===== src/verilog/odec_map.vh =====
// constants for the opcode decoder and address generator
// assumes inclusion by the decoder, its table and its checker
`ifndef ODEC_MAP_VH
`define ODEC_MAP_VH

// one-hot addressing mode bit positions
`define ODEC_MODE_W      10
`define ODEC_M_IMPL      4'h0
`define ODEC_M_CONST     4'h1
`define ODEC_M_PAGE0     4'h2
`define ODEC_M_ABS       4'h3
`define ODEC_M_RIDX      4'h4
`define ODEC_M_BOFF      4'h5
`define ODEC_M_WOFF      4'h6
`define ODEC_M_BRANCH    4'h7
`define ODEC_M_BITMOD    4'h8
`define ODEC_M_BITTEST   4'h9

// per-flag update policy codes, three bits per flag
`define ODEC_FP_W        3
`define ODEC_FPOL_W      15
`define ODEC_FP_KEEP     3'h0
`define ODEC_FP_TEST     3'h1
`define ODEC_FP_CLR      3'h2
`define ODEC_FP_SET      3'h3
`define ODEC_FP_STACK    3'h4

// condition flag positions
`define ODEC_F_H         4
`define ODEC_F_I         3
`define ODEC_F_N         2
`define ODEC_F_Z         1
`define ODEC_F_C         0

// opcode fields
`define ODEC_HI          7:4
`define ODEC_LO          3:0
`define ODEC_BITNUM      3:1
`define ODEC_BITPOL      0

// instruction lengths and reset values
`define ODEC_LEN1        2'h1
`define ODEC_LEN2        2'h2
`define ODEC_LEN3        2'h3
`define ODEC_ZERO8       8'h00
`define ODEC_ZERO16      16'h0000
`define ODEC_ONE16       16'h0001
`define ODEC_TWO16       16'h0002
`define ODEC_THREE16     16'h0003
`define ODEC_OP_BSR      8'hAD
`define ODEC_OP_NOP      8'h9D

`endif


===== src/verilog/odec_attr_rom.v =====
// opcode attribute table: mode, length, legality and flag policy
// assumes opcode_in holds a valid byte in the cycle it is sampled
`timescale 1ns/1ns
`include "odec_map.vh"

module odec_attr_rom (
  // clock and reset
  input  wire                      clk_in,
  input  wire                      resetn_in,
  // lookup
  input  wire [7:0]                opcode_in,
  output reg  [`ODEC_MODE_W-1:0]   mode_out,
  output reg  [1:0]                len_out,
  output reg                       illegal_out,
  output reg  [`ODEC_FPOL_W-1:0]   fpol_out
);

  // addressing mode column from the high nibble
  function [`ODEC_MODE_W-1:0] mode_of;
    input [7:0] op;
    reg   [3:0] m;
    begin
      case (op[`ODEC_HI])
        4'h0: m = `ODEC_M_BITTEST;
        4'h1: m = `ODEC_M_BITMOD;
        4'h2: m = `ODEC_M_BRANCH;
        4'h3, 4'hB: m = `ODEC_M_PAGE0;
        4'h6, 4'hE: m = `ODEC_M_BOFF;
        4'h7, 4'hF: m = `ODEC_M_RIDX;
        4'hA: m = (op == `ODEC_OP_BSR) ? `ODEC_M_BRANCH : `ODEC_M_CONST;
        4'hC: m = `ODEC_M_ABS;
        4'hD: m = `ODEC_M_WOFF;
        default: m = `ODEC_M_IMPL;
      endcase
      mode_of = {{(`ODEC_MODE_W-1){1'b0}}, 1'b1} << m;
    end
  endfunction

  // holes in the opcode map
  function legal_of;
    input [7:0] op;
    reg   [3:0] lo;
    begin
      lo = op[`ODEC_LO];
      case (op[`ODEC_HI])
        4'h3, 4'h4, 4'h5, 4'h6, 4'h7:
          legal_of = !(lo == 4'h1 || lo == 4'h2 || lo == 4'h5 ||
                       lo == 4'hB || lo == 4'hE) || op == 8'h42;
        4'h8: legal_of = (lo == 4'h0 || lo == 4'h1 || lo == 4'h3 ||
                          lo == 4'hE || lo == 4'hF);
        4'h9: legal_of = (lo >= 4'h7 && lo != 4'hE);
        4'hA: legal_of = !(lo == 4'h7 || lo == 4'hC || lo == 4'hF);
        default: legal_of = 1'b1;
      endcase
    end
  endfunction

  // flag update policy, packed {h,i,n,z,c}
  function [`ODEC_FPOL_W-1:0] fpol_of;
    input [7:0] op;
    reg   [2:0] h, i, n, z, c;
    reg   [3:0] lo;
    begin
      lo = op[`ODEC_LO];
      h = `ODEC_FP_KEEP;
      i = `ODEC_FP_KEEP;
      n = `ODEC_FP_KEEP;
      z = `ODEC_FP_KEEP;
      c = `ODEC_FP_KEEP;
      case (op[`ODEC_HI])
        4'h0: c = `ODEC_FP_TEST;
        4'h3, 4'h4, 4'h5, 4'h6, 4'h7: begin
          if (op == 8'h42) begin
            h = `ODEC_FP_CLR;
            c = `ODEC_FP_CLR;
          end else if (lo == 4'hF) begin
            n = `ODEC_FP_CLR;
            z = `ODEC_FP_SET;
          end else begin
            n = (lo == 4'h4) ? `ODEC_FP_CLR : `ODEC_FP_TEST;
            z = `ODEC_FP_TEST;
            if (lo == 4'h3)
              c = `ODEC_FP_SET;
            else if (lo < 4'hA)
              c = `ODEC_FP_TEST;
          end
        end
        4'h8: begin
          if (lo == 4'h0) begin
            h = `ODEC_FP_STACK;
            i = `ODEC_FP_STACK;
            n = `ODEC_FP_STACK;
            z = `ODEC_FP_STACK;
            c = `ODEC_FP_STACK;
          end else if (lo == 4'h3)
            i = `ODEC_FP_SET;
          else if (lo == 4'hE || lo == 4'hF)
            i = `ODEC_FP_CLR;
        end
        4'h9: begin
          if (lo == 4'h8) c = `ODEC_FP_CLR;
          if (lo == 4'h9) c = `ODEC_FP_SET;
          if (lo == 4'hA) i = `ODEC_FP_CLR;
          if (lo == 4'hB) i = `ODEC_FP_SET;
        end
        4'hA, 4'hB, 4'hC, 4'hD, 4'hE, 4'hF: begin
          if (lo != 4'hC && lo != 4'hD) begin
            n = `ODEC_FP_TEST;
            z = `ODEC_FP_TEST;
            if (lo <= 4'h3 || lo == 4'h9 || lo == 4'hB)
              c = `ODEC_FP_TEST;
            if (lo == 4'h9 || lo == 4'hB)
              h = `ODEC_FP_TEST;
          end
        end
        default: c = `ODEC_FP_KEEP;
      endcase
      fpol_of = {h, i, n, z, c};
    end
  endfunction

  // length follows the mode column
  function [1:0] len_of;
    input [`ODEC_MODE_W-1:0] m;
    begin
      if (m[`ODEC_M_ABS] || m[`ODEC_M_WOFF] || m[`ODEC_M_BITTEST])
        len_of = `ODEC_LEN3;
      else if (m[`ODEC_M_IMPL] || m[`ODEC_M_RIDX])
        len_of = `ODEC_LEN1;
      else
        len_of = `ODEC_LEN2;
    end
  endfunction

  // registered read; illegal codes collapse to a one-byte no-op
  always @(posedge clk_in or negedge resetn_in) begin
    if (!resetn_in) begin
      mode_out    <= {{(`ODEC_MODE_W-1){1'b0}}, 1'b1};
      len_out     <= `ODEC_LEN1;
      illegal_out <= 1'b0;
      fpol_out    <= {`ODEC_FPOL_W{1'b0}};
    end else if (legal_of(opcode_in)) begin
      mode_out    <= mode_of(opcode_in);
      len_out     <= len_of(mode_of(opcode_in));
      illegal_out <= 1'b0;
      fpol_out    <= fpol_of(opcode_in);
    end else begin
      mode_out    <= {{(`ODEC_MODE_W-1){1'b0}}, 1'b1};
      len_out     <= `ODEC_LEN1;
      illegal_out <= 1'b1;
      fpol_out    <= {`ODEC_FPOL_W{1'b0}};
    end
  end

endmodule // odec_attr_rom


===== src/verilog/odec_decoder.v =====
// opcode decode and effective address generation for an 8-bit core
// assumes a synchronous memory: data valid the cycle after a read strobe
// Functional notes
// (RULE_01) every opcode maps to exactly one of ten addressing modes
// (RULE_02) high nibble picks class and mode, low nibble picks operation
// (RULE_03) memory operands use the computed effective address
// (RULE_04) implied instructions need only the opcode and are one byte
// (RULE_05) constant mode: address is pc plus one, pc advances two
// (RULE_06) page-zero mode: high byte zero, low byte from next byte
// (RULE_07) absolute mode: two following bytes high then low, pc plus three
// (RULE_08) register-indexed mode: address is index, high zero, pc plus one
// (RULE_09) byte-offset mode: index plus byte, carry into high byte
// (RULE_10) indexed without offset is one byte, nothing exceeds three bytes
// (RULE_11) each flag: test, keep, clear, set or reload from stack
// (RULE_12) half carry is the carry out of bit three
// (RULE_13) word-offset mode: index plus sixteen-bit offset, pc plus three
// (RULE_14) branch target is pc plus two plus signed offset byte
// (RULE_15) bit modify: bit number from opcode, page-zero byte address
// (RULE_16) bit test copies bit to carry, target pc plus three plus offset
// (RULE_17) unmapped opcodes flagged illegal, handled as one-byte no-op
`timescale 1ns/1ns
`include "odec_map.vh"

module odec_decoder (
  // clock and reset
  input  wire                      clk_in,
  input  wire                      resetn_in,
  // decode request
  input  wire                      start_in,
  input  wire [15:0]               pc_in,
  input  wire [7:0]                index_in,
  input  wire [4:0]                flags_in,
  input  wire                      irq_line_in,
  // half carry operands
  input  wire [7:0]                alu_a_in,
  input  wire [7:0]                alu_b_in,
  input  wire                      alu_cin_in,
  // core memory bus
  output reg  [15:0]               mem_addr_out,
  output reg                       mem_rd_out,
  input  wire [7:0]                mem_rdata_in,
  // decode result
  output reg                       busy_out,
  output reg                       done_out,
  output reg  [7:0]                opcode_out,
  output reg  [`ODEC_MODE_W-1:0]   mode_out,
  output reg  [1:0]                length_out,
  output reg                       illegal_out,
  output reg                       mem_ref_out,
  output reg  [15:0]               ea_out,
  output reg  [15:0]               pc_next_out,
  output reg                       branch_taken_out,
  output reg  [`ODEC_FPOL_W-1:0]   flag_policy_out,
  output reg  [7:0]                bit_mask_out,
  output reg                       bit_set_out,
  output reg                       bit_carry_out,
  output reg                       half_carry_out
);

  // one-hot states
  localparam [10:0] S_IDLE = 11'h001;
  localparam [10:0] S_OPA  = 11'h002;
  localparam [10:0] S_OPD  = 11'h004;
  localparam [10:0] S_DEC  = 11'h008;
  localparam [10:0] S_B1A  = 11'h010;
  localparam [10:0] S_B1D  = 11'h020;
  localparam [10:0] S_B2A  = 11'h040;
  localparam [10:0] S_B2D  = 11'h080;
  localparam [10:0] S_BTA  = 11'h100;
  localparam [10:0] S_BTD  = 11'h200;
  localparam [10:0] S_FIN  = 11'h400;

  reg  [10:0]              state_reg;
  reg  [15:0]              pc_reg;
  reg  [7:0]               index_reg;
  reg  [4:0]               flags_reg;
  reg                      irq_reg;
  reg  [7:0]               op_reg;
  reg  [7:0]               b1_reg;
  reg  [7:0]               b2_reg;
  reg  [7:0]               tbyte_reg;
  wire [`ODEC_MODE_W-1:0]  rom_mode;
  wire [1:0]               rom_len;
  wire                     rom_illegal;
  wire [`ODEC_FPOL_W-1:0]  rom_fpol;

  // attribute table sampled as the opcode byte arrives
  odec_attr_rom u_rom (
    .clk_in      (clk_in),
    .resetn_in   (resetn_in),
    .opcode_in   (mem_rdata_in),
    .mode_out    (rom_mode),
    .len_out     (rom_len),
    .illegal_out (rom_illegal),
    .fpol_out    (rom_fpol)
  );

  // sign-extended relative target
  function [15:0] rel_target;
    input [15:0] base;
    input [7:0]  off;
    begin
      rel_target = base + {{8{off[7]}}, off};
    end
  endfunction

  // branch condition from the low nibble of a relative opcode
  function br_cond;
    input [3:0] lo;
    input [4:0] f;
    input       irq;
    begin
      case (lo[3:1])
        3'h0: br_cond = 1'b1;
        3'h1: br_cond = !(f[`ODEC_F_C] | f[`ODEC_F_Z]);
        3'h2: br_cond = !f[`ODEC_F_C];
        3'h3: br_cond = !f[`ODEC_F_Z];
        3'h4: br_cond = !f[`ODEC_F_H];
        3'h5: br_cond = !f[`ODEC_F_N];
        3'h6: br_cond = !f[`ODEC_F_I];
        default: br_cond = !irq;
      endcase
      br_cond = br_cond ^ lo[0];
    end
  endfunction

  // effective address and next pc for the decoded instruction
  reg  [15:0] ea_next;
  reg  [15:0] pc_next;
  reg         taken_next;
  reg         tbit;
  reg  [8:0]  boff_sum;
  always @* begin
    tbit       = tbyte_reg[op_reg[`ODEC_BITNUM]];
    boff_sum   = {1'b0, index_reg} + {1'b0, b1_reg};
    ea_next    = `ODEC_ZERO16;
    taken_next = 1'b0;
    pc_next    = pc_reg + {14'h0000, length_out};
    case (1'b1)
      mode_out[`ODEC_M_CONST]:  ea_next = pc_reg + `ODEC_ONE16; // RULE_05
      mode_out[`ODEC_M_PAGE0],
      mode_out[`ODEC_M_BITMOD]:                                 // RULE_15
        ea_next = {`ODEC_ZERO8, b1_reg};                         // RULE_06
      mode_out[`ODEC_M_ABS]:    ea_next = {b1_reg, b2_reg};      // RULE_07
      mode_out[`ODEC_M_RIDX]:   ea_next = {`ODEC_ZERO8, index_reg}; // RULE_08
      mode_out[`ODEC_M_BOFF]:   ea_next = {7'h00, boff_sum};     // RULE_09
      mode_out[`ODEC_M_WOFF]:                                    // RULE_13
        ea_next = {b1_reg, b2_reg} + {`ODEC_ZERO8, index_reg};
      mode_out[`ODEC_M_BRANCH]: begin
        taken_next = (op_reg == `ODEC_OP_BSR) ||
                     br_cond(op_reg[`ODEC_LO], flags_reg, irq_reg);
        ea_next    = taken_next ?                                // RULE_14
                     rel_target(pc_reg + `ODEC_TWO16, b1_reg) :
                     pc_reg + `ODEC_TWO16;
      end
      mode_out[`ODEC_M_BITTEST]: begin
        ea_next    = {`ODEC_ZERO8, b1_reg};
        taken_next = tbit ^ op_reg[`ODEC_BITPOL];
      end
      default: ea_next = `ODEC_ZERO16;                          // RULE_04
    endcase
    // taken branches and jumps redirect the program counter
    if (mode_out[`ODEC_M_BRANCH] && taken_next)
      pc_next = ea_next;
    else if (mode_out[`ODEC_M_BITTEST] && taken_next)           // RULE_16
      pc_next = rel_target(pc_reg + `ODEC_THREE16, b2_reg);
    else if (op_reg[`ODEC_HI] >= 4'hB && !illegal_out &&
             (op_reg[`ODEC_LO] == 4'hC || op_reg[`ODEC_LO] == 4'hD))
      pc_next = ea_next;
  end

  // sequencer: fetch opcode, then operand bytes, then tested byte
  always @(posedge clk_in or negedge resetn_in) begin
    if (!resetn_in) begin
      state_reg        <= S_IDLE;
      pc_reg           <= `ODEC_ZERO16;
      index_reg        <= `ODEC_ZERO8;
      flags_reg        <= 5'h00;
      irq_reg          <= 1'b0;
      op_reg           <= `ODEC_OP_NOP;
      b1_reg           <= `ODEC_ZERO8;
      b2_reg           <= `ODEC_ZERO8;
      tbyte_reg        <= `ODEC_ZERO8;
      mem_addr_out     <= `ODEC_ZERO16;
      mem_rd_out       <= 1'b0;
      busy_out         <= 1'b0;
      done_out         <= 1'b0;
      opcode_out       <= `ODEC_OP_NOP;
      mode_out         <= {{(`ODEC_MODE_W-1){1'b0}}, 1'b1};
      length_out       <= `ODEC_LEN1;
      illegal_out      <= 1'b0;
      mem_ref_out      <= 1'b0;
      ea_out           <= `ODEC_ZERO16;
      pc_next_out      <= `ODEC_ZERO16;
      branch_taken_out <= 1'b0;
      flag_policy_out  <= {`ODEC_FPOL_W{1'b0}};
      bit_mask_out     <= `ODEC_ZERO8;
      bit_set_out      <= 1'b0;
      bit_carry_out    <= 1'b0;
      half_carry_out   <= 1'b0;
    end else begin
      done_out   <= 1'b0;
      mem_rd_out <= 1'b0;
      // carry out of bit three of the low nibble sum
      half_carry_out <= ({1'b0, alu_a_in[3:0]} + {1'b0, alu_b_in[3:0]} +
                         {4'h0, alu_cin_in}) > 5'h0F;            // RULE_12
      case (state_reg)
        S_IDLE: begin
          if (start_in) begin
            pc_reg       <= pc_in;
            index_reg    <= index_in;
            flags_reg    <= flags_in;
            irq_reg      <= irq_line_in;
            mem_addr_out <= pc_in;
            mem_rd_out   <= 1'b1;
            busy_out     <= 1'b1;
            state_reg    <= S_OPA;
          end
        end
        S_OPA: state_reg <= S_OPD;
        S_OPD: begin
          op_reg    <= mem_rdata_in;                             // RULE_02
          state_reg <= S_DEC;
        end
        S_DEC: begin
          opcode_out      <= op_reg;
          mode_out        <= rom_mode;                           // RULE_01
          length_out      <= rom_len;                            // RULE_10
          illegal_out     <= rom_illegal;                        // RULE_17
          flag_policy_out <= rom_fpol;                           // RULE_11
          if (rom_len == `ODEC_LEN1) begin
            state_reg <= S_FIN;
          end else begin
            mem_addr_out <= pc_reg + `ODEC_ONE16;
            mem_rd_out   <= 1'b1;
            state_reg    <= S_B1A;
          end
        end
        S_B1A: state_reg <= S_B1D;
        S_B1D: begin
          b1_reg <= mem_rdata_in;
          if (length_out == `ODEC_LEN3) begin
            mem_addr_out <= pc_reg + `ODEC_TWO16;
            mem_rd_out   <= 1'b1;
            state_reg    <= S_B2A;
          end else begin
            state_reg <= S_FIN;
          end
        end
        S_B2A: state_reg <= S_B2D;
        S_B2D: begin
          b2_reg <= mem_rdata_in;
          if (mode_out[`ODEC_M_BITTEST]) begin
            mem_addr_out <= {`ODEC_ZERO8, b1_reg};
            mem_rd_out   <= 1'b1;
            state_reg    <= S_BTA;
          end else begin
            state_reg <= S_FIN;
          end
        end
        S_BTA: state_reg <= S_BTD;
        S_BTD: begin
          tbyte_reg <= mem_rdata_in;
          state_reg <= S_FIN;
        end
        S_FIN: begin
          ea_out           <= ea_next;                           // RULE_03
          pc_next_out      <= pc_next;
          branch_taken_out <= taken_next;
          mem_ref_out      <= !(mode_out[`ODEC_M_IMPL] ||
                                mode_out[`ODEC_M_BRANCH]);
          bit_mask_out     <= 8'h01 << op_reg[`ODEC_BITNUM];      // RULE_15
          bit_set_out      <= !op_reg[`ODEC_BITPOL];
          bit_carry_out    <= tbit;                               // RULE_16
          busy_out         <= 1'b0;
          done_out         <= 1'b1;
          state_reg        <= S_IDLE;
        end
        default: state_reg <= S_IDLE;
      endcase
    end
  end

endmodule // odec_decoder


===== config.mk =====
export PLATFORM = sky130hd
export DESIGN_NAME = odec_decoder
export DESIGN_NICKNAME = d
export VERILOG_FILES = /design/src/verilog/odec_attr_rom.v /design/src/verilog/odec_decoder.v
export VERILOG_INCLUDE_DIRS = /design/src /design/src/verilog
export SDC_FILE = /design/constraint.sdc
export NUM_CORES = 1
export LEC_CHECK = 0
export ABC_CLOCK_PERIOD_IN_PS = 6100
export BUFFER_PORTS_ARGS = -buffer_cell sky130_fd_sc_hd__clkbuf_2
export CORE_MARGIN = 1
export CORE_UTILIZATION = 38
export DETAILED_ROUTE_END_ITERATION = 12
export GPL_TIMING_DRIVEN = 0
export PLACE_DENSITY = 0.66
export SLEW_MARGIN = 30
export SYNTH_ARGS = -nofsm -noshare
export SYNTH_HDL_FRONTEND = slang
export SYNTH_HIERARCHICAL = 1
export SYNTH_SLANG_ARGS = --single-unit

===== constraint.sdc =====
create_clock -name clk_in -period 6.1 [get_ports clk_in]
set_input_delay 0 -clock clk_in [delete_from_list [all_inputs] [get_ports clk_in]]
set_output_delay 0 -clock clk_in [all_outputs]
set_load 0.02 [all_outputs]

# Word-level counts from Yosys, hierarchy flattened
# Index checks and enable logic that the tools add are counted.
[totals]
register_bits = 201
in_bits = 58
[op_classes]
n_bitwise = 3
mux = 86
order_cmp = 6
eq_ne = 59
shift = 2
add_sub_neg = 10
reduce_logical = 53
[ops]
columns = ["op", "count"]
rows = [
  ["two-way mux 16 bit", 15],
  ["case mux 11 bit (10 select lines)", 1],
  ["== test 4 bit (second input constant)", 17],
  ["case mux 16 bit (4 select lines)", 1],
  ["two-way mux 11 bit", 4],
  ["two-way mux 3 bit", 12],
  ["case mux 4 bit (9 select lines)", 1],
  ["adder 16 bit", 2],
  ["adder 16 x 2 -> 16 bit (second input constant)", 2],
  ["== test 4 x 3 -> 1 bit (second input constant)", 7],
  ["two-way mux 1 bit", 27],
  ["case mux 3 bit (3 select lines)", 3],
  ["two-way mux 2 bit", 11],
  ["logical OR 1 bit", 21],
  ["adder 16 x 1 -> 16 bit (second input constant)", 1],
  ["adder 16 x 2 -> 16 bit", 1],
  ["adder 16 x 8 -> 16 bit", 1],
  ["== test 4 x 2 -> 1 bit (second input constant)", 4],
  ["== test 8 bit (second input constant)", 2],
  ["two-way mux 15 bit", 1],
  ["case mux 3 bit (5 select lines)", 1],
  ["zero test 1 bit", 12],
  ["!= test 4 bit (second input constant)", 3],
  ["== test 11 x 1 -> 1 bit (second input constant)", 1],
  ["other kinds (49)", 68],
]

# Depth between registers and ports, before layout
# Gate-level depths: netlist of run 1.
[logic_depth]
ltp_word = 23
ltp_mapped = 16
ltp_nobuf = 15

# By module
# The synthesis of run 1 kept the hierarchy.
[modules_own_cells]
columns = ["module", "cells_per_inst", "seq_area_each_um2", "area_each_um2", "instances"]
rows = [
  ["odec_decoder", 1334, 4345.4, 11801.3, 1],
  ["odec_attr_rom", 130, 653.1, 1277.5, 1],
]

# Worst setup path after synthesis of run 1
# No wires, ideal clock.
[synth_timing]
kind = "register -> register"
startpoint = "register pc_reg[3]"
endpoint = "register pc_next_out[11]"
slack_ps = 2652
setup_time_ps = 121
arrival_time_ps = 3327
n_path_buf = 1
stages_incl_launch_ff = 15
path_cell_list = "dfrtp_1 > clkbuf_1 > nand3_1 > nor3_1 > xnor2_1 > inv_1 > ha_1 > nand4_1 > a211oi_1 > nor2_1 > xnor2_1 > mux2_4 > a211o_1 > o21bai_1 > a22o_1"
[synth_between]
elab_chain_len = 13
elab_cells_between_ends = 17
cone_classes = "add/sub: 6; mux: 11"
[synth_rtl]
columns = ["item", "line_no", "text"]
rows = [
  ["from (decl)", "odec_decoder.v:74", "reg [15:0] pc_reg;"],
  ["from (signal assigned)", "odec_decoder.v:176", "pc_reg <= `ODEC_ZERO16;"],
  ["from (signal assigned)", "odec_decoder.v:210", "pc_reg <= pc_in;"],
  ["adder 16 x 2 -> 16 bit (no line)", "-", ""],
  ["adder 16 bit", "odec_decoder.v:103", "rel_target = base + {{8{off[7]}}, off};"],
  ["two-way mux 16 bit (no line)", "-", ""],
  ["two-way mux 16 bit (7 in a row)", "odec_decoder.v:139", "case (1'b1)"],
  ["two-way mux 16 bit", "odec_decoder.v:167", "else if (op_reg[`ODEC_HI] >= 4'hB && !illegal_out &&"],
  ["two-way mux 16 bit", "odec_decoder.v:165", "else if (mode_out[`ODEC_M_BITTEST] && taken_next)"],
  ["two-way mux 16 bit (*)", "odec_decoder.v:163", "if (mode_out[`ODEC_M_BRANCH] && taken_next)"],
  ["to (signal assigned)", "odec_decoder.v:194", "pc_next_out <= `ODEC_ZERO16;"],
  ["to (signal assigned)", "odec_decoder.v:268", "pc_next_out <= pc_next;"],
  ["to (decl)", "odec_decoder.v:51", "output reg [15:0] pc_next_out,"],
]
# Mark *: on every way between the ends. The rest lies on a longest branch, timed or not.
# A chain may end at the register's enable or synchronous reset.

# Worst setup path after layout of run 1
[layout_timing]
startpoint = "register pc_reg[3]"
endpoint = "register pc_next_out[15]"
# Same word-level chain as after synthesis.

==> results of run 1 <==
-- layer usage --
metal	share of wire (%)	routed length (um)	up-vias	global-route usage, %
li1	-	-	5672	-
met1	43	19400	5982	34.3
met2	46	20600	526	40.8
met3	6.8	3060	89	4.27
met4	3.7	1670	0	10.4
met5	0	0	-	0
-- where the power goes --
group          internal, W  leakage [nW]  total [W]  switching, W
clock network     0.000567         0.296    0.00117      0.000599
registers          0.00159          2.50    0.00182      0.000223
logic              0.00130          4.28    0.00338       0.00208
total              0.00346          7.07    0.00636       0.00290
-- per-stage QoR --
step                      std cells  area [um2]
after detailed placement       2064       14500
after floorplan                1464       13100
after CTS                      2140       15500
after global placement         2061       14400
final                          2140       15500
after global routing           2140       15500
-- layout make-up --
| class | instances | area share (%) |
|---|---|---|
| well taps | 448 | 3.61 |
| clock buffers | 18 | 2.83 |
| inverters | 45 | 1.09 |
| plain buffers | 85 | 2.63 |
| repair buffers | 196 | 8.20 |
| flip-flops and latches | 199 | 32.2 |
| multi-input cells | 1135 | 48.4 |
| clock inverters | 14 | 1.05 |
-- kinds of logic (layout without fill, tap and decap cells) --
kind of cell,Yosys count,after routing,share of synthesized area [%]
and+or+nand+nor,552,552,20.0
AOI/OAI and AO/OA,364,364,19.0
DFF,199,199,38.2
buffers and inverters,130,358,4.41
xor gates and xnor gates,77,77,5.16
adders and majority gates,74,74,7.48
muxes,68,68,5.74
-- cells in the final DEF (no fill, tap or decap), types with 18 or more instances in the layout --
master | netlist | final
a211oi_1 | 21 | 21
a21oi_1 | 90 | 90
a31oi_1 | 19 | 19
clkbuf_1 | 57 | 57
clkbuf_2 | 0 | 148
dfrtp_1 | 184 | 184
dlygate4sd3_1 | 0 | 43
ha_1 | 67 | 67
inv_1 | 43 | 43
mux2_2 | 51 | 51
nand2_1 | 236 | 236
nand3_1 | 44 | 44
nor2_1 | 119 | 119
nor3_1 | 40 | 39
o211ai_1 | 18 | 18
o21ai_0 | 67 | 67
xnor2_1 | 39 | 39
xor2_1 | 38 | 38
-- worst max-delay path by stage --
stage,start,end,slack [ps]
finish,pc_reg[3]$_DFFE_PN0P_,pc_next_out[15]$_DFFE_PN0P_,1330
global route,pc_reg[3]$_DFFE_PN0P_,pc_next_out[15]$_DFFE_PN0P_,1150
CTS,pc_reg[3]$_DFFE_PN0P_,pc_next_out[15]$_DFFE_PN0P_,1470
detailed placement,pc_reg[3]$_DFFE_PN0P_,pc_next_out[15]$_DFFE_PN0P_,1520
global placement,resetn_in,flag_policy_out[7]$_DFFE_PN0P_,1080
floorplan,pc_reg[3]$_DFFE_PN0P_,pc_next_out[11]$_DFFE_PN0P_,2650
-- tightest hold or removal path, cell delays in order --
cell and delay (ps):
dlygate4sd3_1 540, clkbuf_8 160, buf_16 260
-- what timing repair did --
| item | 4_1_cts | 5_1_grt |
|---|---|---|
| setup endpoints to repair | 0 | 0 |
| gates resized for setup | 0 | 0 |
| hold endpoints to repair | 210 | 0 |
| hold buffers | 44 | 0 |
==> impl_metrics.ini, run 1 <==
[run_status]
status = finished, final reports clean

[synthesis]
synthesis.area_um2 = 13100
async_flop_share_pct = 100
synth_top_cell_by_area = dfrtp_1
ys_ff_latch = 199
syn_avg_cell_area_um2 = 8.93
synth_top_area_share_pct = 35.2
synth_nets = 1596
ys_types = 100
synth_top_cells_by_count = nand2_1, dfrtp_1, nor2_1
synth_most_common_cell = nand2_1
netlist_instances = 1464
synth_edf_count = 0
synth_warnings = 6
seq_area_frac_synth_pct = 38.2
synth_flop_cell = dfrtp_1
synth_area_leaders = dfrtp_1, nand2_1, ha_1

[layout]
drive_gt1_share_pct = 18.6
area_delta_synth_final_pct = 18.7
regArea_um2 = 5000
fin_nets = 1811
fin_util_pct = 46.0
num-fill-cells = 3319
diodes = 0
multi_input_area_um2 = 7510

[power_and_ir_drop]
power.leakage_nw = 7.07
power_density_nw_per_um2 = 410
finalPower_w = 0.00636
worst_ir_drop_vdd_mv = 0.226

[clocking]
clk_latency_ps = 470
cts_made_buffers = 17
clock_path_buffers = 2
cts_sinks = 199
cts_tree = yes
postCtsSetupRepairBufs = 0
clk_pin_slew_ps = 80
clockRootBuffer = clkbuf_16
htree_levels = 4

[floorplanning]
die_h_um = 188
die_x_um = 188
coreArea_um2 = 33700
die-area_um2 = 35200
row_count = 67
io_pins = 158
initial_utilization_pct = 38.8

[setup_path]
rrSetupSlack_ps = 1330
rr_startpoint = pc_reg[3]$_DFFE_PN0P_
cp_slowest_stage_delay_ps = 700
cp_cell_sequence = clkbuf_1 -> nand3_1 -> nor3_1 -> xnor2_1 -> inv_1 -> ha_1 -> a21oi_1 -> o21ai_0 -> o41ai_2 -> mux2i_1 -> nor2_1 -> mux2i_1 -> a2111oi_1 -> a21oi_1
cp_slowest_cell = a2111oi_1
path_max_fanout = 10
worstPathArrival_ps = 5070
r2r-end = pc_next_out[15]$_DFFE_PN0P_
cp_num_buf_inv = 2
start_kind = flop
criticalPathCategory = flop to flop
crit_cells = 14
critPathRequiredTime_ps = 6400
end_kind = flop
crit_family = compound AO/OA/AOI/OAI gates
ff2ff_path_depth = 14

[sta]
layout_setup_ws_ps = 1330
slew_viol_final = 0
hold_slack_ps = 107
skew_ps = 19.7
tightestPinTransition_ps = 1010
max_slew_margin_pct = 32.6
hold_viol_final = 0
fmax_mhz = 209
period_minus_slack_ps = 4770
period_share_pct = 78.3
setup-tns-final_ps = 0
finalSetupViolations = 0
rsz0062_at_grt = no

[grt]
track_usage_pct = 25.6
grt_max_degree = 78
grt_antenna_before_repair = 0
grt_overflow_total = 0
grt_pass1_wl_mm = 69.0
grt_pass1_vias = 11800

[detailed_routing]
dr_total_vias = 12300
viasPerCell = 5.73
ant_nets = 0
drt-pass1-iter-count = 8
routed_wl_mm = 44.7
wl_per_cell_um = 20.9
drc = 0
drtIter0Drc = 1208

[place]
hpwl_mm = 34.5
dp_worst_setup_slack_ps = 1520
io_buffers = 149
routabilityCongestion = 0.978

[min_path]
hold_path.class = input pin to async pin

[job]
max_cap_viol_count = 0
Note: power is estimated with default switching activity, not from simulation.
==> run 2: changes to the inputs <==
--- a/config.mk
+++ b/config.mk
@@ -6,7 +6,7 @@
 export SDC_FILE = /design/constraint.sdc
 export NUM_CORES = 1
 export LEC_CHECK = 0
-export ABC_CLOCK_PERIOD_IN_PS = 6100
+export ABC_CLOCK_PERIOD_IN_PS = 4800
 export BUFFER_PORTS_ARGS = -buffer_cell sky130_fd_sc_hd__clkbuf_2
 export CORE_MARGIN = 1
 export CORE_UTILIZATION = 38
==> constraint.sdc (replaced) <==
create_clock -name clk_in -period 4.8 [get_ports clk_in]
set_input_delay 0 -clock clk_in [delete_from_list [all_inputs] [get_ports clk_in]]
set_output_delay 0 -clock clk_in [all_outputs]
set_load 0.02 [all_outputs]
==> run 2 against run 1 <==
  * Via count up 1.2%
  * Die area unchanged
  * Sequential power rose by 27%
  * Final area up 0.11%
  * Critical endpoint unchanged
  * Largest cell class unchanged
  * Highest routed layer unchanged
==> impl_metrics.ini, run 2 (same netlist as run 1, synthesis figures left out) <==
[run_status]
status = finished, final reports clean

[place]
postPlaceCellArea_um2 = 14500
io_buffers = 149
hpwl_mm = 34.5
routabilityCongestion = 0.978

[sta]
skew_ps = 18.8
tightestPinTransition_ps = 995
rsz0062_at_grt = no
max_slew_margin_pct = 33.5
setup-tns-final_ps = 0
period_minus_slack_ps = 4400
hold_viol_final = 0
fmax_mhz = 227
period_share_pct = 91.8
hold_slack_ps = 109
slew_viol_final = 0
finalSetupViolations = 0

[power_and_ir_drop]
power_density_nw_per_um2 = 521
worst_ir_drop_vdd_mv = 0.285
power.leakage_nw = 7.08

[floorplanning]
io_pins = 158
die_h_um = 188
die_x_um = 188
initial_utilization_pct = 38.8
die-area_um2 = 35200
coreArea_um2 = 33700
row_count = 67

[setup_path]
start_kind = flop
critPathRequiredTime_ps = 5110
ff2ff_path_depth = 14
rrSetupSlack_ps = 400
end_kind = flop
criticalPathCategory = flop to flop
path_max_fanout = 10
worstPathArrival_ps = 4720
r2r-end = pc_next_out[15]$_DFFE_PN0P_
rr_startpoint = pc_reg[3]$_DFFE_PN0P_

[grt]
track_usage_pct = 25.6
grt_pass1_vias = 11800
grt_pass1_wl_mm = 69.0
grt_antenna_before_repair = 0
grt_overflow_total = 0
grt_max_degree = 78

[clocking]
clk_latency_ps = 470
cts_sinks = 199
clockRootBuffer = clkbuf_16
cts_made_buffers = 17
htree_levels = 4
clock_path_buffers = 2
cts_tree = yes
clk_pin_slew_ps = 90

[detailed_routing]
wl_per_cell_um = 20.9
routed_wl_mm = 44.7
dr_total_vias = 12400
ant_nets = 0
drtIter0Drc = 1196
drc = 0
viasPerCell = 5.80
drt-pass1-iter-count = 6

[layout]
fin_util_pct = 46.1
num-fill-cells = 3319
final_area_um2 = 15500
drive_gt1_share_pct = 18.7
fin_nets = 1811
area_delta_synth_final_pct = 18.8
layout_commonest_cell = nand2_1
diodes = 0
mostFrequentLayoutCells = nand2_1, dfrtp_1, clkbuf_2

[min_path]
hold_path.class = input pin to async pin

[job]
max_cap_viol_count = 0
==> run 2: changes by cell type in the layout (fill, tap and decap cells not counted) <==
cell | before | now
a2111oi_1 | 2 | 1
a2111oi_2 | 0 | 1
nor3_1 | 39 | 38
nor3_2 | 3 | 4
xnor2_1 | 39 | 38
xnor2_2 | 0 | 1
==> run 2: worst max-delay path by stage <==
stage	depth (start not counted)	to	from	slack, ps
after floorplan	14	pc_next_out[11]$_DFFE_PN0P_	pc_reg[3]$_DFFE_PN0P_	1350
after global placement	1	flag_policy_out[7]$_DFFE_PN0P_	resetn_in	-220
after detailed placement	14	pc_next_out[15]$_DFFE_PN0P_	pc_reg[3]$_DFFE_PN0P_	220
after CTS	14	pc_next_out[15]$_DFFE_PN0P_	pc_reg[3]$_DFFE_PN0P_	170
after global routing	14	pc_next_out[15]$_DFFE_PN0P_	pc_reg[3]$_DFFE_PN0P_	210
final	14	pc_next_out[15]$_DFFE_PN0P_	pc_reg[3]$_DFFE_PN0P_	400
==> run 2: critical path, stage by stage (launching register included) <==
cell	delay [ps]
dfrtp_1	440
clkbuf_1	440
nand3_1	350
nor2_1	200
xor2_1	430
ha_1	390
o211a_1	170
a211oi_1	250
a211oi_1	140
o41ai_2	430
mux2i_1	230
nor2_1	70
mux2i_1	150
a2111oi_2	420
a21oi_1	130
==> run 2: power by group <==
| part | total, W | switching (W) | internal [W] |
|---|---|---|---|
| clock network | 0.00148 | 0.000760 | 0.000721 |
| logic | 0.00431 | 0.00265 | 0.00166 |
| registers | 0.00231 | 0.000283 | 0.00202 |
==> run 2: stage by stage <==
step                      setup WS [ps]  instances  total power [W]
after floorplan                    1350       1464          0.00526
after global placement             -222       2061          0.00645
after detailed placement            218       2064          0.00649
after CTS                           169       2140          0.00804
after global routing                211       2140          0.00855
final                               395       2140          0.00809
==> run 2: area by class of cell <==
class	instances	area, um2	share of cell area, %
flip-flops and latches	199	5000	32.2
clock buffers	18	439	2.83
plain buffers	85	408	2.63
inverters	45	169	1.09
well taps	448	561	3.61
repair buffers	196	1270	8.19
clock inverters	14	163	1.05
multi-input cells	1135	7530	48.4
==> run 2: routing by layer <==
metal	part of all wire (%)	GRT usage, %	routed length (um)
met1	43	34.3	19400
met2	46	40.8	20600
met4	3.8	10.4	1710
met3	6.9	4.27	3090
met5	0	0	0
==> run 2: repair_timing <==
| item | 4_1_cts | 5_1_grt |
|---|---|---|
| endpoints found under the hold margin | 210 | 0 |
| hold buffers | 44 | 0 |
| setup buffers | 0 | 0 |
| endpoints found under the setup margin | 0 | 2 |
| resized for setup | 0 | 3 |
==> run 3: changes to the inputs <==
--- a/config.mk
+++ b/config.mk
@@ -6,13 +6,13 @@
 export SDC_FILE = /design/constraint.sdc
 export NUM_CORES = 1
 export LEC_CHECK = 0
-export ABC_CLOCK_PERIOD_IN_PS = 4800
+export ABC_CLOCK_PERIOD_IN_PS = 4300
 export BUFFER_PORTS_ARGS = -buffer_cell sky130_fd_sc_hd__clkbuf_2
 export CORE_MARGIN = 1
-export CORE_UTILIZATION = 38
+export CORE_UTILIZATION = 55
 export DETAILED_ROUTE_END_ITERATION = 12
 export GPL_TIMING_DRIVEN = 0
-export PLACE_DENSITY = 0.66
+export PLACE_DENSITY = 0.86
 export SLEW_MARGIN = 30
 export SYNTH_ARGS = -nofsm -noshare
 export SYNTH_HDL_FRONTEND = slang
==> constraint.sdc (replaced) <==
create_clock -name clk_in -period 4.3 [get_ports clk_in]
set_input_delay 0 -clock clk_in [delete_from_list [all_inputs] [get_ports clk_in]]
set_output_delay 0 -clock clk_in [all_outputs]
set_load 0.02 [all_outputs]
==> run 3 against run 2 <==
  * Worst hold slack worse by 88 ps
  * Clock skew down 1.5 ps
  * Critical path type unchanged
  * Cell count down 6.1%
  * Combinational power up 12%
  * Largest power group unchanged
  * Sequential cell count unchanged
  * Final area down 0.97%
==> impl_metrics.ini, run 3 (same netlist as run 1, synthesis figures left out) <==
[setup_path]
start_kind = flop
rrSetupSlack_ps = 140
cp_slowest_stage_delay_ps = 500
critPathRequiredTime_ps = 4690
worstPathArrival_ps = 4550
end_kind = flop
cp_cell_sequence = clkbuf_1 -> nand2_1 -> nor3_4 -> nand2_1 -> xnor2_1 -> ha_1 -> nand4_1 -> a211oi_1 -> o41ai_2 -> xnor2_1 -> nor2_1 -> o32a_1 -> o21ai_1 -> o221a_2
path_max_fanout = 8
cp_slowest_cell = o41ai_2
criticalPathCategory = flop to flop

[sta]
finalSetupViolations = 0
tightestPinTransition_ps = 1050
max_slew_margin_pct = 29.4
hold_viol_final = 0
period_share_pct = 96.8
fmax_mhz = 240
slew_viol_final = 0
skew_ps = 17.3
setup-tns-final_ps = 0
hold_slack_ps = 20.6
period_minus_slack_ps = 4160

[layout]
fin_nets = 1809
fin_util_pct = 65.7
regArea_um2 = 5000
num-fill-cells = 1846
final_area_um2 = 15400
drive_gt1_share_pct = 18.8
mostFrequentLayoutCells = nand2_1, dfrtp_1, clkbuf_2
area_delta_synth_final_pct = 17.6
multi_input_area_um2 = 7540
diodes = 0
layout_commonest_cell = nand2_1

[run_status]
status = finished, final reports clean

[job]
max_cap_viol_count = 0

[clocking]
clock_path_buffers = 2
postCtsSetupRepairBufs = 0
clockRootBuffer = clkbuf_16
cts_made_buffers = 17
htree_levels = 4
clk_pin_slew_ps = 100
cts_tree = yes
clk_latency_ps = 450
cts_sinks = 199

[floorplanning]
row_count = 56
coreArea_um2 = 23400
die_x_um = 156
io_pins = 158
die-area_um2 = 24400
initial_utilization_pct = 55.9
die_h_um = 156

[place]
routabilityCongestion = 1.01
io_buffers = 149
postPlaceCellArea_um2 = 14300
hpwl_mm = 32.0

[grt]
track_usage_pct = 35.9
grt_pass1_wl_mm = 66.3
grt_max_degree = 86
grt_pass1_vias = 12000
grt_overflow_total = 0
grt_antenna_before_repair = 0

[power_and_ir_drop]
power.leakage_nw = 7.09
worst_ir_drop_vdd_mv = 0.387
finalPower_w = 0.00911
power_density_nw_per_um2 = 592

[detailed_routing]
drc = 0
drtIter0Drc = 1284
drt-pass1-iter-count = 6
wl_per_cell_um = 21.5
viasPerCell = 6.33
routed_wl_mm = 43.2
dr_total_vias = 12700
ant_nets = 0

[min_path]
hold_path.class = input pin to async pin
## run 3: final cells by class
| class | instances | share of cell area [%] |
|---|---|---|
| plain buffers | 85 | 2.68 |
| clock buffers | 17 | 2.76 |
| clock inverters | 15 | 1.32 |
| inverters | 45 | 1.10 |
| multi-input cells | 1135 | 49.0 |
| flip-flops and latches | 199 | 32.5 |
| well taps | 319 | 2.59 |
| repair buffers | 194 | 8.06 |
## run 3: metal layers
metal	routed length [um]	track usage [%]
met5	0	0
met4	2150	18.0
met3	4150	6.03
met2	20200	58.8
met1	16700	45.8
## run 3: where the power goes
part	leakage [nW]	switching [W]	internal, W
clock	0.304	0.000907	0.000809
combinational	4.29	0.00296	0.00185
sequential	2.50	0.000325	0.00226
total	7.09	0.00420	0.00492
## run 3: final timing paths
| path | start | endpoint | depth (start not counted) |
|---|---|---|---|
| hold / removal | resetn_in | pc_next_out[1]$_DFFE_PN0P_ | 2 |
| min in group clk_in | start_in | state_reg[0]$_DFFE_PN1P_ | 3 |
| hold reg to reg | u_rom/mode_out[8]$_DFF_PN0_ | mode_out[8]$_DFFE_PN0P_ | 2 |
| max in group asynchronous | resetn_in | u_rom/len_out[0]$_DFF_PN1_ | 3 |
| setup reg to reg | pc_reg[6]$_DFFE_PN0P_ | pc_next_out[13]$_DFFE_PN0P_ | 14 |
| setup / recovery | pc_reg[6]$_DFFE_PN0P_ | pc_next_out[13]$_DFFE_PN0P_ | 14 |
## run 3: repair_timing
action,4_1_cts,5_1_grt
resized for setup,3,7
hold buffers,43,0
setup endpoints to repair,3,6
hold endpoints to repair,248,0
## run 3: critical path, delay by kind of cell, from the launching register on
kind | cells | cell delay, ps
AOI/OAI and AO/OA | 5 | 1410
and+or+nand+nor | 5 | 1000
xor gates and xnor gates | 2 | 590
buffers and inverters | 1 | 400
DFF | 1 | 390
adders and majority gates | 1 | 330
## run 3: through the flow
| stage | setup slack (ps) | instances |
|---|---|---|
| 2_1_floorplan | 852 | 1464 |
| 3_3_place_gp | -514 | 1932 |
| 3_5_place_dp | -322 | 1934 |
| 4_1_cts | 77.8 | 2009 |
| 5_1_grt | -2.38 | 2009 |
| 6_report | 137 | 2009 |
